**config.mk**
```make
export PLATFORM = sky130hd
export DESIGN_NAME = acfg_regs
export DESIGN_NICKNAME = d
export VERILOG_FILES = /design/src/core/acfg_pkg.sv /design/src/core/acfg_result_fmt.sv /design/src/core/acfg_regs.sv
export SDC_FILE = /design/constraint.sdc
export NUM_CORES = 1
export LEC_CHECK = 0
export BUFFER_PORTS_ARGS = -buffer_cell sky130_fd_sc_hd__buf_2
export CAP_MARGIN = 20
export CORE_AREA = 2 2 111 113
export CTS_BUF_LIST = sky130_fd_sc_hd__clkbuf_16
export DETAILED_ROUTE_END_ITERATION = 7
export DIE_AREA = 0 0 113 115
export HOLD_SLACK_MARGIN = 0.08
export PLACE_DENSITY_LB_ADDON = 0.05
export SLEW_MARGIN = 5
export SYNTH_ARGS = -nofsm -noshare
export SYNTH_HDL_FRONTEND = slang
export SYNTH_SLANG_ARGS = --single-unit
```
**constraint.sdc**
```tcl
create_clock -name sys_clk -period 3.65 [get_ports sys_clk]
set_clock_uncertainty 0.05 [all_clocks]
set_input_delay 0.365 -clock sys_clk [delete_from_list [all_inputs] [get_ports sys_clk]]
set_output_delay 0.365 -clock sys_clk [all_outputs]
set_load 0.1 [all_outputs]
```
**src/core/acfg_pkg.sv**
```systemverilog
package acfg_pkg;

    // ------------------------------------------------------------
    // register map
    // ------------------------------------------------------------
    localparam int unsigned REG_ADDR_W = 6;
    localparam logic [5:0]  IFOPT_ADDR = 6'h02;
    localparam logic [5:0]  CFG_ADDR   = 6'h03;
    localparam logic [15:0] IFOPT_RESET = 16'h0000;
    localparam logic [15:0] CFG_RESET   = 16'h1340;
    localparam logic [15:0] IFOPT_WMASK = 16'h004d;
    localparam logic [15:0] CFG_WMASK   = 16'h1fff;

    // ------------------------------------------------------------
    // field positions
    // ------------------------------------------------------------
    localparam int unsigned IFOPT_SHORT_BIT  = 0;
    localparam int unsigned IFOPT_CRC_LSB    = 2;
    localparam int unsigned IFOPT_APPEND_BIT = 6;
    localparam int unsigned CFG_CODING_BIT   = 12;
    localparam int unsigned CFG_REFBUF_LSB   = 10;
    localparam int unsigned CFG_INBUF_LSB    = 8;

    // ------------------------------------------------------------
    // checksum encodings and result sizes
    // ------------------------------------------------------------
    localparam logic [1:0] CRC_OFF    = 2'h0;
    localparam logic [1:0] CRC_XOR_RD = 2'h1;
    localparam logic [1:0] CRC_BOTH   = 2'h2;
    localparam logic [1:0] CRC_RSVD   = 2'h3;
    localparam logic [1:0] CRC_EXTRA_BYTES = 2'h1;
    localparam int unsigned RES_LONG_BITS  = 24;
    localparam int unsigned RES_SHORT_BITS = 16;
    localparam int unsigned STATUS_BITS    = 8;
    localparam logic [5:0]  LEN_SHORT  = 6'h10;
    localparam logic [5:0]  LEN_LONG   = 6'h18;
    localparam logic [5:0]  LEN_STATUS = 6'h08;

    // ------------------------------------------------------------
    // carriers
    // ------------------------------------------------------------
    typedef struct packed {
        logic        wrEn;
        logic        rdEn;
        logic [5:0]  addr;
        logic [15:0] wdata;
    } acfg_reg_req_t;

    typedef struct packed {
        logic        valid;
        logic [23:0] data;
        logic [7:0]  status;
    } acfg_conv_t;

    typedef struct packed {
        logic [31:0] word;
        logic [5:0]  bits;
    } acfg_result_t;

    typedef struct packed {
        logic       crcActive;
        logic       crcOnWrite;
        logic       crcOnRead;
        logic       xorOnRead;
        logic [1:0] extraBytes;
    } acfg_link_t;

    typedef struct packed {
        logic [15:0]  ifopt;
        logic [15:0]  cfg;
        logic [15:0]  rdData;
        acfg_result_t result;
    } acfg_state_t;

endpackage : acfg_pkg

```
**src/core/acfg_result_fmt.sv**
```systemverilog
`timescale 1ns/1ps
`default_nettype none
module acfg_result_fmt #(
    parameter int unsigned RESULT_W = 24,
    parameter int unsigned SHORT_W  = 16
) (
    input  wire logic [RESULT_W-1:0] rawData,
    input  wire logic                bipolar,
    output logic      [RESULT_W-1:0] codedLong,
    output logic      [SHORT_W-1:0]  codedShort
);
    import acfg_pkg::*;

    // ------------------------------------------------------------
    // elaboration check
    // ------------------------------------------------------------
    if (SHORT_W >= RESULT_W || SHORT_W < 2) begin : g_bad_width
        $error("short width must be below result width");
    end

    logic [SHORT_W-1:0] upper;
    logic               roundUp;

    // ------------------------------------------------------------
    // coding and rounding
    // ------------------------------------------------------------
    always_comb begin
        if (bipolar) begin
            codedLong = rawData ^ {1'b1, {(RESULT_W-1){1'b0}}};
        end else if (rawData[RESULT_W-1]) begin
            codedLong = '0;
        end else begin
            codedLong = {rawData[RESULT_W-2:0], 1'b0};
        end
        upper   = codedLong[RESULT_W-1 -: SHORT_W];
        roundUp = codedLong[RESULT_W-SHORT_W-1] && (upper != {SHORT_W{1'b1}});
        codedShort = upper + {{(SHORT_W-1){1'b0}}, roundUp};
    end

endmodule : acfg_result_fmt
`default_nettype wire

```
**src/core/acfg_regs.sv**
```systemverilog
`timescale 1ns/1ps
`default_nettype none
module acfg_regs (
    input  wire logic                  sys_clk,
    input  wire logic                  rst_n,
    input  wire acfg_pkg::acfg_reg_req_t regReq,
    output logic      [15:0]           regRdData,
    input  wire logic [1:0]            frontEndCrcSel,
    input  wire acfg_pkg::acfg_conv_t  conv,
    output acfg_pkg::acfg_result_t     result,
    output acfg_pkg::acfg_link_t       linkCfg,
    output logic                       outputCodingSelect,
    output logic                       refBufPos,
    output logic                       refBufNeg,
    output logic      [1:0]            inputBufferSelect,
    output logic                       shortWordSelect,
    output logic                       statusAppend
);
    import acfg_pkg::*;

    acfg_state_t q;
    acfg_state_t d;

    logic [RES_LONG_BITS-1:0]  codedLong;
    logic [RES_SHORT_BITS-1:0] codedShort;
    logic [1:0]                crcField;

    // ------------------------------------------------------------
    // result coding
    // ------------------------------------------------------------
    acfg_result_fmt #(
        .RESULT_W (RES_LONG_BITS),
        .SHORT_W  (RES_SHORT_BITS)
    ) acfg_result_fmt_inst (
        .rawData    (conv.data),
        .bipolar    (q.cfg[CFG_CODING_BIT]),
        .codedLong  (codedLong),
        .codedShort (codedShort)
    );

    // ------------------------------------------------------------
    // next state
    // ------------------------------------------------------------
    always_comb begin
        d = q;
        if (regReq.wrEn) begin
            if (regReq.addr == IFOPT_ADDR) begin
                d.ifopt = regReq.wdata & IFOPT_WMASK;
            end
            if (regReq.addr == CFG_ADDR) begin
                d.cfg = regReq.wdata & CFG_WMASK;
            end
        end
        if (regReq.rdEn) begin
            case (regReq.addr)
                IFOPT_ADDR: d.rdData = q.ifopt;
                CFG_ADDR:   d.rdData = q.cfg;
                default:    d.rdData = 16'h0000;
            endcase
        end
        if (conv.valid) begin
            // width taken from the setting at completion
            if (q.ifopt[IFOPT_SHORT_BIT]) begin
                if (q.ifopt[IFOPT_APPEND_BIT]) begin
                    d.result.word = {8'h00, codedShort, conv.status};
                    d.result.bits = LEN_SHORT + LEN_STATUS;
                end else begin
                    d.result.word = {16'h0000, codedShort};
                    d.result.bits = LEN_SHORT;
                end
            end else if (q.ifopt[IFOPT_APPEND_BIT]) begin
                d.result.word = {codedLong, conv.status};
                d.result.bits = LEN_LONG + LEN_STATUS;
            end else begin
                d.result.word = {8'h00, codedLong};
                d.result.bits = LEN_LONG;
            end
        end
    end

    // ------------------------------------------------------------
    // state register
    // ------------------------------------------------------------
    always_ff @(posedge sys_clk or negedge rst_n) begin
        if (!rst_n) begin
            q.ifopt       <= IFOPT_RESET;
            q.cfg         <= CFG_RESET;
            q.rdData      <= 16'h0000;
            q.result.word <= 32'h00000000;
            q.result.bits <= LEN_LONG;
        end else begin
            q <= d;
        end
    end

    // ------------------------------------------------------------
    // outputs
    // ------------------------------------------------------------
    assign crcField = q.ifopt[IFOPT_CRC_LSB +: 2];

    always_comb begin
        linkCfg.crcActive  = (frontEndCrcSel != 2'h0) && (crcField != CRC_OFF)
                             && (crcField != CRC_RSVD);
        linkCfg.crcOnWrite = linkCfg.crcActive;
        linkCfg.crcOnRead  = linkCfg.crcActive && (crcField == CRC_BOTH);
        linkCfg.xorOnRead  = linkCfg.crcActive && (crcField == CRC_XOR_RD);
        linkCfg.extraBytes = linkCfg.crcActive ? CRC_EXTRA_BYTES : 2'h0;
    end

    assign regRdData          = q.rdData;
    assign result             = q.result;
    assign outputCodingSelect = q.cfg[CFG_CODING_BIT];
    assign refBufPos          = q.cfg[CFG_REFBUF_LSB+1];
    assign refBufNeg          = q.cfg[CFG_REFBUF_LSB];
    assign inputBufferSelect  = q.cfg[CFG_INBUF_LSB +: 2];
    assign shortWordSelect    = q.ifopt[IFOPT_SHORT_BIT];
    assign statusAppend       = q.ifopt[IFOPT_APPEND_BIT];

    // ------------------------------------------------------------
    // assertions
    // ------------------------------------------------------------
    AST_CRC_NEEDS_BOTH: assert property (
        @(posedge sys_clk) disable iff (!rst_n)
        (frontEndCrcSel == 2'h0 || crcField == CRC_OFF) |-> !linkCfg.crcActive)
        else $error("checksum active without both enables");

    AST_CRC_XOR_MODE: assert property (
        @(posedge sys_clk) disable iff (!rst_n)
        (frontEndCrcSel != 2'h0 && crcField == CRC_XOR_RD)
        |-> (linkCfg.xorOnRead && !linkCfg.crcOnRead && linkCfg.crcOnWrite))
        else $error("xor read mode decoded wrongly");

    AST_CRC_RSVD_OFF: assert property (
        @(posedge sys_clk) disable iff (!rst_n)
        (crcField == CRC_RSVD) |-> (linkCfg == '0))
        else $error("reserved checksum code enabled protection");

    AST_EXTRA_BYTE: assert property (
        @(posedge sys_clk) disable iff (!rst_n)
        (regReq.wrEn && regReq.addr == IFOPT_ADDR && regReq.wdata[3:2] == CRC_BOTH
         && frontEndCrcSel != 2'h0) ##1 (frontEndCrcSel != 2'h0)
        |-> (linkCfg.extraBytes == 2'h1 && linkCfg.crcOnRead))
        else $error("checksum byte not added after enabling");

    AST_STATUS_APPEND: assert property (
        @(posedge sys_clk) disable iff (!rst_n)
        (conv.valid && statusAppend)
        |=> (result.word[7:0] == $past(conv.status)))
        else $error("status byte not appended");

    AST_STATUS_PAIRED: assert property (
        @(posedge sys_clk) disable iff (!rst_n)
        !conv.valid |=> $stable(result))
        else $error("result changed without a conversion");

    AST_SHORT_ROUND: assert property (
        @(posedge sys_clk) disable iff (!rst_n)
        (conv.valid && shortWordSelect && !statusAppend && outputCodingSelect
         && conv.data[23:8] != 16'h7fff)
        |=> (result.bits == LEN_SHORT && result.word[31:16] == 16'h0000
             && result.word[15:0] == ({~$past(conv.data[23]), $past(conv.data[22:8])}
                                      + {15'h0000, $past(conv.data[7])})))
        else $error("short result not rounded to 16 bits");

    AST_LONG_WIDTH: assert property (
        @(posedge sys_clk) disable iff (!rst_n)
        (conv.valid && !shortWordSelect && !statusAppend) |=> (result.bits == LEN_LONG))
        else $error("long result length wrong");

    AST_NO_RESTART: assert property (
        @(posedge sys_clk) disable iff (!rst_n)
        (regReq.wrEn && regReq.addr == IFOPT_ADDR && !conv.valid) |=> $stable(result))
        else $error("interface write disturbed held result");

    AST_WIDTH_NEXT_RESULT: assert property (
        @(posedge sys_clk) disable iff (!rst_n)
        (regReq.wrEn && regReq.addr == IFOPT_ADDR && regReq.wdata[0] && !conv.valid)
        ##1 (conv.valid && !statusAppend) |=> (result.bits == LEN_SHORT))
        else $error("first result after write not short");

    AST_BIPOLAR_CODE: assert property (
        @(posedge sys_clk) disable iff (!rst_n)
        (conv.valid && outputCodingSelect && !shortWordSelect && !statusAppend)
        |=> (result.word[23] == !$past(conv.data[23])
             && result.word[22:0] == $past(conv.data[22:0])))
        else $error("offset binary coding wrong");

    AST_UNIPOLAR_CLAMP: assert property (
        @(posedge sys_clk) disable iff (!rst_n)
        (conv.valid && !outputCodingSelect && conv.data[23] && !shortWordSelect
         && !statusAppend) |=> (result.word == 32'h00000000))
        else $error("negative unipolar result not clamped");

    AST_REFBUF_DECODE: assert property (
        @(posedge sys_clk) disable iff (!rst_n)
        (regReq.wrEn && regReq.addr == CFG_ADDR)
        |=> (refBufPos == $past(regReq.wdata[11]) && refBufNeg == $past(regReq.wdata[10])))
        else $error("reference buffer field not decoded");

    AST_RESET_VALUES: assert property (
        @(posedge sys_clk)
        !rst_n |-> (q.ifopt == IFOPT_RESET && q.cfg == CFG_RESET && outputCodingSelect
                    && !refBufPos && !refBufNeg))
        else $error("reset values wrong");

    AST_APPEND_32: assert property (
        @(posedge sys_clk) disable iff (!rst_n)
        (conv.valid && statusAppend && !shortWordSelect) |=> (result.bits == 6'h20))
        else $error("appended read is not 32 bits");

    AST_RESERVED_ZERO: assert property (
        @(posedge sys_clk) disable iff (!rst_n)
        (regReq.rdEn && (regReq.addr == IFOPT_ADDR || regReq.addr == CFG_ADDR))
        |=> ((regRdData & ~(IFOPT_WMASK | CFG_WMASK)) == 16'h0000
             && (q.ifopt & ~IFOPT_WMASK) == 16'h0000))
        else $error("reserved bits read nonzero");

    // ------------------------------------------------------------
    // register and result checks
    // ------------------------------------------------------------
    AST_IFOPT_STORE: assert property (
        @(posedge sys_clk) disable iff (!rst_n)
        (regReq.wrEn && regReq.addr == IFOPT_ADDR)
        |=> (q.ifopt == ($past(regReq.wdata) & IFOPT_WMASK)))
        else $error("interface register write not stored");

    AST_CFG_STORE: assert property (
        @(posedge sys_clk) disable iff (!rst_n)
        (regReq.wrEn && regReq.addr == CFG_ADDR)
        |=> (q.cfg == ($past(regReq.wdata) & CFG_WMASK)))
        else $error("configuration register write not stored");

    AST_OTHER_ADDR_ZERO: assert property (
        @(posedge sys_clk) disable iff (!rst_n)
        (regReq.rdEn && regReq.addr != IFOPT_ADDR && regReq.addr != CFG_ADDR)
        |=> (regRdData == 16'h0000))
        else $error("read of unmapped address not zero");

    AST_OTHER_ADDR_IGNORED: assert property (
        @(posedge sys_clk) disable iff (!rst_n)
        (regReq.wrEn && regReq.addr != IFOPT_ADDR && regReq.addr != CFG_ADDR)
        |=> ($stable(q.ifopt) && $stable(q.cfg)))
        else $error("write to unmapped address changed a register");

    AST_MODE_STORE: assert property (
        @(posedge sys_clk) disable iff (!rst_n)
        (regReq.wrEn && regReq.addr == IFOPT_ADDR)
        |=> (statusAppend == $past(regReq.wdata[IFOPT_APPEND_BIT])
             && shortWordSelect == $past(regReq.wdata[IFOPT_SHORT_BIT])))
        else $error("append or short word bit not stored");

    AST_CODING_STORE: assert property (
        @(posedge sys_clk) disable iff (!rst_n)
        (regReq.wrEn && regReq.addr == CFG_ADDR)
        |=> (outputCodingSelect == $past(regReq.wdata[CFG_CODING_BIT])))
        else $error("output coding bit not stored");

    AST_CRC_BOTH_MODE: assert property (
        @(posedge sys_clk) disable iff (!rst_n)
        (frontEndCrcSel != 2'h0 && crcField == CRC_BOTH)
        |-> (linkCfg.crcOnRead && linkCfg.crcOnWrite && !linkCfg.xorOnRead))
        else $error("crc both ways decoded wrongly");

    AST_EXTRA_ONLY_ACTIVE: assert property (
        @(posedge sys_clk) disable iff (!rst_n)
        !linkCfg.crcActive |-> (linkCfg.extraBytes == 2'h0))
        else $error("extra byte added without protection");

    AST_UNIPOLAR_SHIFT: assert property (
        @(posedge sys_clk) disable iff (!rst_n)
        (conv.valid && !outputCodingSelect && !conv.data[23] && !shortWordSelect
         && !statusAppend) |=> (result.word == {8'h00, $past(conv.data[22:0]), 1'b0}))
        else $error("positive unipolar result not straight binary");

    AST_LONG_APPEND_ORDER: assert property (
        @(posedge sys_clk) disable iff (!rst_n)
        (conv.valid && statusAppend && !shortWordSelect && outputCodingSelect)
        |=> (result.word[31:8] == ($past(conv.data) ^ 24'h800000)))
        else $error("appended result not ahead of status byte");

    AST_SHORT_APPEND_LEN: assert property (
        @(posedge sys_clk) disable iff (!rst_n)
        (conv.valid && statusAppend && shortWordSelect)
        |=> (result.bits == LEN_SHORT + LEN_STATUS && result.word[31:24] == 8'h00))
        else $error("short appended result framed wrongly");

    AST_SHORT_SATURATE: assert property (
        @(posedge sys_clk) disable iff (!rst_n)
        (conv.valid && shortWordSelect && !statusAppend && outputCodingSelect
         && conv.data[23:8] == 16'h7fff) |=> (result.word[15:0] == 16'hffff))
        else $error("short result wrapped instead of saturating");

    // ------------------------------------------------------------
    // covers
    // ------------------------------------------------------------
    COV_CRC_ACTIVE: cover property (
        @(posedge sys_clk) disable iff (!rst_n) linkCfg.crcActive && linkCfg.crcOnRead);

    COV_SHORT_APPEND: cover property (
        @(posedge sys_clk) disable iff (!rst_n)
        conv.valid && shortWordSelect && statusAppend);

    COV_WIDTH_SWITCH: cover property (
        @(posedge sys_clk) disable iff (!rst_n)
        (regReq.wrEn && regReq.addr == IFOPT_ADDR) ##[1:8] conv.valid);

    COV_UNIPOLAR: cover property (
        @(posedge sys_clk) disable iff (!rst_n) conv.valid && !outputCodingSelect);

    COV_XOR_READ: cover property (
        @(posedge sys_clk) disable iff (!rst_n) linkCfg.xorOnRead && linkCfg.crcOnWrite);

endmodule : acfg_regs
`default_nettype wire

```
=== Word-level counts from Yosys, hierarchy flattened ===
Cells that the tools add are included.

* Memories: 0
* Register bits after elaboration: 71
* Word-level logic and storage cells: 29
* RAM bits: 0
* Input port bits: 61
* Latch bits: 0
* Bits in read-only memories: 0

* Multiply operators: 0
* Multiplexer cells: 7
* Bitwise gates (word level): 1
* Eq/ne operators: 6
* Divide/modulo/power cells: 0
* Reductions and logical operators: 9
* Shift operators: 0
* $add $sub $neg: 1
* Magnitude comparators: 0

{| class="wikitable"
|+ Operator list
! kind !! number
|-
| 2-to-1 mux 38 bit || 2
|-
| 2-to-1 mux 24 bit || 2
|-
| 2-to-1 mux 30 bit || 1
|-
| one-hot mux 13 bit (2 select lines) || 1
|-
| adder 16 x 1 -> 16 bit || 1
|-
| != test 16 bit (second input constant) || 1
|-
| equality test 6 x 2 -> 1 bit (second input constant) || 2
|-
| logical AND 1 bit || 5
|-
| AND reduction 2 bit || 2
|-
| nonzero test 2 bit || 2
|-
| equality test 2 x 1 -> 1 bit (second input constant) || 1
|-
| equality test 2 bit (second input constant) || 1
|-
| != test 2 bit (second input constant) || 1
|-
| 2-to-1 mux 1 bit || 1
|-
| NOT 1 bit || 1
|}

=== Logic depth before layout (Yosys ltp) ===
Gate-level depths: netlist of the first run.

* Depth in word-level cells: 7
* Depth in mapped cells: 14
* Depth with buffers taken out: 11

=== Cells and area by module ===
A second synthesis of the first run with hierarchy kept.

* Cell total of the unflattened synthesis: 425
* Area total of the unflattened synthesis: 4207.8 um2

{| class="wikitable"
|+ By module, submodules not included
! module !! sequential area each (um2) !! area an instance (um2) !! cells an instance !! times used
|-
| acfg_regs || 1634.1 || 3522.1 || 331 || 1
|-
| acfg_result_fmt || 0.0 || 685.7 || 94 || 1
|}

=== Worst setup path after synthesis of the first run ===
No wires, ideal clock.

* Kind: input to output
* Start point: in frontEndCrcSel[1]
* End point: out linkCfg[4] (netlist bit)
* Arrival time: 3777 ps
* Cell stages on the path: 4
* Path slack: -542 ps
* Buffers on the path: 1
* Path through: nor2_1 nor3b_1 or2_2 buf_4

{| class="wikitable"
|+ RTL lines
! element !! line !! RTL
|-
| start: declaration || acfg_regs.sv:8 || <nowiki>input wire logic [1:0] frontEndCrcSel,</nowiki>
|-
| end: declaration || acfg_regs.sv:11 || <nowiki>output acfg_pkg::acfg_link_t linkCfg,</nowiki>
|}

=== Final worst setup path of the first run ===
* Start point: reg q (netlist bit outputCodingSelect)
* End point: reg result[29] (netlist name)

* Longest elaborated chain between the ends: 6
* Elaborated cells on any way between the ends: 7
* Those cells by class: 1 x add/sub; 1 x eq/ne; 4 x mux; 1 x reduce/logical

{| class="wikitable"
|+ RTL lines
! element !! line !! RTL
|-
| start: declaration || acfg_regs.sv:21 || <nowiki>acfg_state_t q;</nowiki>
|-
| 2-to-1 mux 24 bit (*) || acfg_result_fmt.sv:28 || <nowiki>if (bipolar) begin</nowiki>
|-
| != test 16 bit || acfg_result_fmt.sv:36 || <nowiki>roundUp = codedLong[RESULT_W-SHORT_W-1] && (upper != {SHORT_W{1'b1}});</nowiki>
|-
| logical AND 1 bit || acfg_result_fmt.sv:36 ||
|-
| adder 16 x 1 -> 16 bit || acfg_result_fmt.sv:37 || <nowiki>codedShort = upper + {{(SHORT_W-1){1'b0}}, roundUp};</nowiki>
|-
| 2-to-1 mux 30 bit || acfg_regs.sv:64 || <nowiki>if (q.ifopt[IFOPT_APPEND_BIT]) begin</nowiki>
|-
| 2-to-1 mux 38 bit (*) || acfg_regs.sv:63 || <nowiki>if (q.ifopt[IFOPT_SHORT_BIT]) begin</nowiki>
|}

Every way passes the cells marked *; elsewhere a longest branch is shown, timed or not.
A chain may end at the register's enable or synchronous reset.

==> results of run 1 <==
registers in the layout, summed over array words and instances, names as in the netlist:
register,count
result,35
regRdData,13
q,8
crcField,2
inputBufferSelect,2
outputCodingSelect,1
refBufNeg,1
refBufPos,1
shortWordSelect,1
statusAppend,1
per-stage QoR:
stage	std cells	setup slack, ns	hold slack, ns	power [mW]
global placement	657	0.341	0.403	1.99
floorplan	468	0.368	0.0194	1.87
detailed placement	657	0.267	0.409	2.00
CTS	673	0.249	0.193	2.87
finish	675	0.295	0.211	2.85
global route	675	0.0223	0.203	2.98
synthesized netlist by cell type, drive strengths merged (2+ instances only):
cell / n
xnor2: 10
or3b: 4
nand2b: 4
mux2i: 11
ha: 5
o21ai: 26
and3: 5
and4bb: 2
nor2: 29
and2: 10
nand3: 3
clkbuf: 16
xor2: 3
a31oi: 10
mux2: 20
dfstp: 6
buf: 67
a211oi: 2
a22oi: 11
o211ai: 8
a21oi: 25
nand2: 42
a2bb2oi: 2
o22ai: 17
nor3: 5
dfrtp: 59
nor2b: 2
inv: 30
nor3b: 7
a221oi: 4
or2: 2
layer usage:
metal,global-route usage [%],part of all wire [%],vias to the layer above
met2,26.7,43,100
met1,25.9,49,1586
met4,5.85,0.96,0
li1,-,-,1668
met3,3.80,6.7,8
met5,0,0,-
cell families after synthesis:
kind of cell / share of synthesized area [%]
AOI/OAI and AO/OA: 17.5
xor gates and xnor gates: 2.74
adders and majority gates: 1.51
buffers and inverters: 16.1
DFF: 39.3
muxes: 8.07
other: 0.0903
and+or+nand+nor: 14.6
worst reg2reg max path, delay by kind of cell (launching register included):
kind | cells | cell delay (ns)
xor gates and xnor gates | 1 | 0.16
and+or+nand+nor | 3 | 0.71
buffers and inverters | 2 | 0.37
AOI/OAI and AO/OA | 6 | 1.08
DFF | 1 | 0.56
adders and majority gates | 1 | 0.27
area by class of cell:
cell class	instances	area share, %
clock inverter	7	1.46
sequential	65	34.2
clock buffer	9	4.70
tap	147	3.84
timing repair buffer	127	14.2
inverter	30	2.35
multi-input combinational	290	39.3
worst min path at each step:
stage	from	end	slack [ns]	depth (start not counted)
floorplan	rst_n	crcField[0]$_DFFE_PN0P_	0.02	0
global placement	result[4]$_DFFE_PN1P_	result[4]$_DFFE_PN1P_	0.40	2
detailed placement	result[4]$_DFFE_PN1P_	result[4]$_DFFE_PN1P_	0.41	2
CTS	rst_n	regRdData[2]$_DFFE_PN0P_	0.19	1
global route	regReq[5]	q[59]$_DFFE_PN0P_	0.20	2
finish	regReq[9]	inputBufferSelect[1]$_DFFE_PN1P_	0.21	2
power breakdown:
| part | internal, mW | switching (mW) | total (mW) |
|---|---|---|---|
| Sequential | 0.812 | 0.0625 | 0.874 |
| Combinational | 0.229 | 0.884 | 1.11 |
| Clock | 0.528 | 0.331 | 0.859 |
what timing repair did:
item | in CTS | in global routing
endpoints found under the setup margin | 0 | 12
endpoints found under the hold margin | 0 | 18
hold buffers | 0 | 1
gates resized for setup | 0 | 1
placed cells by master (no fill, tap or decap), types with 9 or more instances in the layout:
cell type  Yosys  final
inv_1         30     31
and2_1        10     10
dfrtp_1       59     59
nor2_1        29     29
o22ai_1       17     17
mux2_2        20     20
buf_2          3    117
o21ai_0       24     24
a31oi_1       10     10
mux2i_1       11     11
nand2_1       42     42
a21oi_1       25     25
a22oi_1       11     11
clkbuf_16      0      9
xnor2_1       10     10
==> key figures, run 1 <==
Setup path
  – Worst R2R Setup Slack: around 0.30 ns
  – Reg-to-reg startpoint: outputCodingSelect$_DFFE_PN1P_
  – CP Depth: 13
  – FF-to-FF End: result[29]$_DFFE_PN0P_
  – CP delay by family, top: compound AO/OA/AOI/OAI gates
  – Crit path buf inv count: 2
  – Cell Chain, Critical Path: buf_4, nor3b_1, o21ai_0, a211oi_1, a31oi_1, ha_1, nand4_1, a21oi_1, buf_4, and4_1, xnor2_1, a22oi_1, a21oi_1
  – CP Data Arrival Time: approximately 3.5 ns
  – Max FO, Critical Path: 32
  – CP Capture Type: register
  – CP max-delay cell: dfstp_4
  – Setup crit end: result[29]$_DFFE_PN0P_
  – Crit path largest cell delay: 0.56 ns
  – Critical path class: register to register
  – Worst setup SP type: register
  – Critical path required time: approximately 3.8 ns
  – Critical Path Start: outputCodingSelect$_DFFE_PN1P_
  – Path depth of the worst reg2reg path: 13

STA
  – Unrepaired setup endpoints after global routing: false
  – F_max: between 0.2 and 0.3 GHz
  – Final TNS setup: 0 ns
  – Worst-Margin Slew: between 0.7 and 0.8 ns
  – Endpoints failing hold: 0
  – Slew HR: around 49%
  – Period utilization: around 90%
  – Final setup fails: 0
  – Final Critical Period: between 3 and 4 ns
  – Max Slew Vio Count: 0

Floorplanning
  – Initial core utilization: between 30% and 40%
  – Die width: 113 µm
  – Site row count: 40
  – Die Y: roughly 120 µm
  – Core footprint: roughly 0.012 mm²
  – Io pins: between 100 and 150
  – Die area: around 0.013 mm²

Drt
  – DR vias/cell: around 5
  – Vias post-DR: 3362
  – Starting DRT DRC Count: 200
  – Detail Route Antenna Nets: 0
  – 1st-pass router iterations: 6
  – Total Routed Length: between 10000 and 15000 µm
  – Residual DRC: 8
  – DR WL/cell: 16.8 µm

Cells and area
  – Final core occ: about two fifths
  – Footprint of the multi-input gates: roughly 0.0019 mm²
  – Area delta synth->final: 15.5%
  – Storage cell area: between 0.0015 and 0.002 mm²
  – Fin area: around 0.0048 mm²
  – Antenna cells: 0
  – Filler cells: 1222
  – Share of layout cells above drive strength 1: about a third
  – Layout Nets: between 500 and 600

Power
  – Peak VDD IR: slightly above 300 µV
  – Leak: between 2 and 2.5 nW
  – Power density cells: between 500 and 600 mW/mm²

CTS
  – H-tree depth: 3
  – CTS tree: built
  – CTS Buf Count: 9
  – Setup Fix Bufs, Post-CTS: 0
  – Clock buffer depth: 2
  – CTS sink cnt: 65
  – Worst-Skew Late Latency: 0.33 ns
  – Root Buffer Master: clkbuf_16
  – CTS clock-pin slew for the worst setup and hold paths: 0.06 ns

Outcome
  – Failing checks: design-rule violations
  – Status: finished with violations

GRT
  – First-pass GRT wire length: around 18000 µm
  – Total gr overflow: 0
  – Number of global-route vias before repair: between 3000 and 4000
  – Largest net degree at the start of global routing: between 40 and 50
  – Initial antenna violation count: 0
  – Total Routing Usage GR: around 18%

Placed design
  – GPL Wtd Cong: approximately 0.88
  – DP Area: between 0.004 and 0.005 mm²
  – HPWL after DPL: approximately 8600 µm
  – Port bufs: between 100 and 150

Yosys
  – Syn_area_per_cell: roughly 9.0 µm²
  – Top FF cell, synth: dfrtp_1
  – Post-Synthesis Cells: 462
  – Flops & latches, synth: 65
  – Sequential-to-total area share from yosys stat: roughly 40%
  – Post-synth top area share: between 30% and 40%
  – Distinct cell type count after synthesis: between 50 and 60
  – Area leader, netlist: dfrtp_1
  – Ys async rst share: 100%
  – Post-synth EDFFs: 0
  – Yosys warning count: 0
  – Synth area leaders: dfrtp_1, buf_4, mux2_2
  – Post-synthesis cell area: around 0.0042 mm²

Run
  – Max-cap violation count: 0

Min path
  – Hold Crit Class: primary input to register
No activity file was read; power rests on OpenSTA's default activity.
==> inputs of run 2 (changes only) <==
Settings changed: CORE_AREA 2 2 111 113 to 2 2 112 114, DIE_AREA 0 0 113 115 to 0 0 114 116, SYNTH_HIERARCHICAL set to 1.
==> key figures, run 2 <==
Outcome
  – Status: complete, no violations

Setup path
  – Path depth of the worst reg2reg path: 12
  – CP max-delay cell: dfstp_4
  – Critical path required time: around 3.8 ns
  – Max FO, Critical Path: 23
  – Critical path class: register to register
  – CP Data Arrival Time: ~3.5 ns
  – Cell Chain, Critical Path: buf_4, a22oi_1, nor4_2, nand3_1, o21a_1, ha_1, ha_1, and4b_1, xor2_1, mux2i_1, o21ai_0, mux2_2
  – CP Capture Type: register
  – Worst R2R Setup Slack: about 0.27 ns
  – FF-to-FF End: result[12]$_DFFE_PN0P_
  – Crit path buf inv count: 1
  – Reg-to-reg startpoint: outputCodingSelect$_DFFE_PN1P_
  – Critical Path Start: outputCodingSelect$_DFFE_PN1P_
  – CP delay by family, top: flip-flops
  – Crit path largest cell delay: approximately 0.72 ns
  – Most frequent CP cell: ha_1
  – Worst setup SP type: register

STA
  – Max Slew Vio Count: 0
  – Endpoints failing hold: 0
  – F_max: between 0.2 and 0.3 GHz
  – Slew HR: between 30% and 40%
  – Period utilization: between 90% and 100%
  – Final setup fails: 0
  – Final TNS setup: 0 ns
  – Unrepaired setup endpoints after global routing: false
  – Worst-Margin Slew: 0.940 ns
  – Final WS setup: around 0.27 ns
  – Final Critical Period: 3.38 ns
  – Worst Hold Slack: 0.134 ns

Power
  – Leak: ~2.4 nW
  – Peak VDD IR: approximately 370 µV
  – Power density cells: 593 mW/mm²

Cells and area
  – Fin area: 0.00487 mm²
  – Area delta synth->final: 15.6%
  – Most frequent cells in the layout: buf_2, dfrtp_1, nand2_1
  – Layout Nets: between 500 and 600
  – Antenna cells: 0
  – Share of layout cells above drive strength 1: between 30% and 40%
  – Commonest non-fill, non-tap cell in the layout: buf_2
  – Top reg by flops: result
  – Final core occ: about two fifths
  – Max reg flops: 35

CTS
  – Clock buffer depth: 2
  – Setup Fix Bufs, Post-CTS: 0
  – H-tree depth: 3
  – Root Buffer Master: clkbuf_16
  – Worst-Skew Late Latency: approximately 0.33 ns
  – CTS Buf Count: 9
  – CTS sink cnt: 65
  – CTS clock-pin slew for the worst setup and hold paths: 0.06 ns
  – CTS tree: built

Floorplanning
  – Core footprint: 0.0119 mm²
  – Die area: 0.0132 mm²
  – Die Y: approximately 120 µm
  – Site row count: 40
  – Die width: 114 µm
  – Io pins: 128
  – Initial core utilization: 35.3%

Yosys
  – Yosys warning count: 6
  – Post-synth EDFFs: 0
  – Synth area leaders: dfrtp_1, buf_4, mux2_2
  – Sequential-to-total area share from yosys stat: 38.8%
  – Largest family of logic cells by synthesized area: buffers and inverters
  – Post-synthesis xor/xnor area fraction: ~2.7%
  – Flops & latches, synth: 65
  – Area leader, netlist: dfrtp_1
  – Top post-synthesis cells by count: buf_4, dfrtp_1, nand2_1
  – Post-synthesis mux area share: 13.3%
  – Syn_area_per_cell: a little under 10 µm²
  – Distinct cell type count after synthesis: 50
  – Post-synthesis cell area: around 0.0042 mm²
  – Compound-Gate Fraction of Synth Area: about 14%
  – Ys async rst share: 100%
  – Top-count cell post-synth: buf_4
  – Adder-Cell Fraction of Synth Area: under 10%
  – Simple-gate portion of the synthesized area: between 10% and 20%
  – Post-Synthesis Cells: approximately 430
  – Post-synth top area share: about a third
  – Top FF cell, synth: dfrtp_1

Placed design
  – Port bufs: ~120
  – Pre-CTS WS: between 0.2 and 0.3 ns
  – HPWL after DPL: a little under 8000 µm
  – GPL Wtd Cong: just under 0.8
  – DP Area: between 0.004 and 0.005 mm²

Drt
  – DR WL/cell: between 15 and 20 µm
  – Starting DRT DRC Count: 138
  – Total Routed Length: around 10000 µm
  – Detail Route Antenna Nets: 0
  – Vias post-DR: around 3100
  – DR vias/cell: around 4.8
  – Residual DRC: 0
  – 1st-pass router iterations: 4

GRT
  – First-pass GRT wire length: 16800 µm
  – Initial antenna violation count: 0
  – Largest net degree at the start of global routing: between 40 and 50
  – Number of global-route vias before repair: about 3200
  – Total Routing Usage GR: around 16%
  – Total gr overflow: 0

Run
  – Max-cap violation count: 0

Min path
  – Hold Crit Class: primary input to asynchronous set/reset pin
==> run 2: cell types whose count changed after synthesis, moves of 7 or more <==
cell / delta
a21oi_1: -17
a22o_1: +12
a31oi_1: -8
and2_1: -8
mux2_4: +10
nand2b_1: +9
nor2_1: -19
o211ai_1: -7
o21a_1: +7
o21ai_0: -16
o221ai_1: +13
==> run 2: per-stage QoR <==
stage / power [mW] / std cells
6_report: 2.89 / 646
5_1_grt: 3.02 / 646
4_1_cts: 2.93 / 646
3_5_place_dp: 2.08 / 630
3_3_place_gp: 2.08 / 630
2_1_floorplan: 1.95 / 431
==> run 2: layer usage <==
metal,vias to the layer above,GRT usage [%],wire [µm]
met5,-,0,0
met4,0,4.80,107
met3,9,4.71,566
met2,83,26.2,4780
met1,1477,22.0,4960
li1,1558,-,-
==> run 2: layout make-up <==
type                       instances  area, µm²
tap                              147        184
fill                            1255       7050
sequential                        65       1640
clock buffer                       9        225
clock inverter                     7       57.6
inverter                          33        124
multi-input combinational        251       1920
timing repair buffer             134        713
==> run 2: repair_timing <==
action / 4_1_cts / 5_1_grt
endpoints found under the setup margin: 0 / 1
hold endpoints to repair: 0 / 0
gates resized for setup: 0 / 1
hold buffers: 0 / 0
==> run 2: where the power goes <==
group	total [mW]	internal, mW	switching [mW]
clock	0.817	0.517	0.301
combinational	1.18	0.265	0.910
sequential	0.892	0.819	0.0736
total	2.88	1.60	1.28
==> run 2: worst reg2reg max path, stage by stage, from the launching register on <==
cell and delay [ns]:
dfstp_4 0.72, buf_4 0.27, a22oi_1 0.15, nor4_2 0.34, nand3_1 0.13, o21a_1 0.18, ha_1 0.23, ha_1 0.24
and4b_1 0.20, xor2_1 0.15, mux2i_1 0.24, o21ai_0 0.11, mux2_2 0.26
==> run 2: worst max-delay path by stage <==
stage / cells past startpoint / end
2_1_floorplan: 16 / result[29]$_DFFE_PN0P_
3_3_place_gp: 12 / result[12]$_DFFE_PN0P_
3_5_place_dp: 12 / result[12]$_DFFE_PN0P_
4_1_cts: 12 / result[12]$_DFFE_PN0P_
5_1_grt: 15 / result[19]$_DFFE_PN0P_
6_report: 12 / result[12]$_DFFE_PN0P_
==> run 2: cells by family (layout without fill, tap and decap cells) <==
| group | Yosys count | after routing |
|---|---|---|
| multiplexers | 48 | 48 |
| other | 1 | 7 |
| flip-flops | 65 | 65 |
| adder cells (fa/ha/maj) | 5 | 5 |
| XOR/XNOR | 13 | 13 |
| AO/OA/AOI/OAI | 83 | 83 |
| buffers and inverters | 115 | 183 |
| AND/OR/NAND/NOR | 95 | 95 |
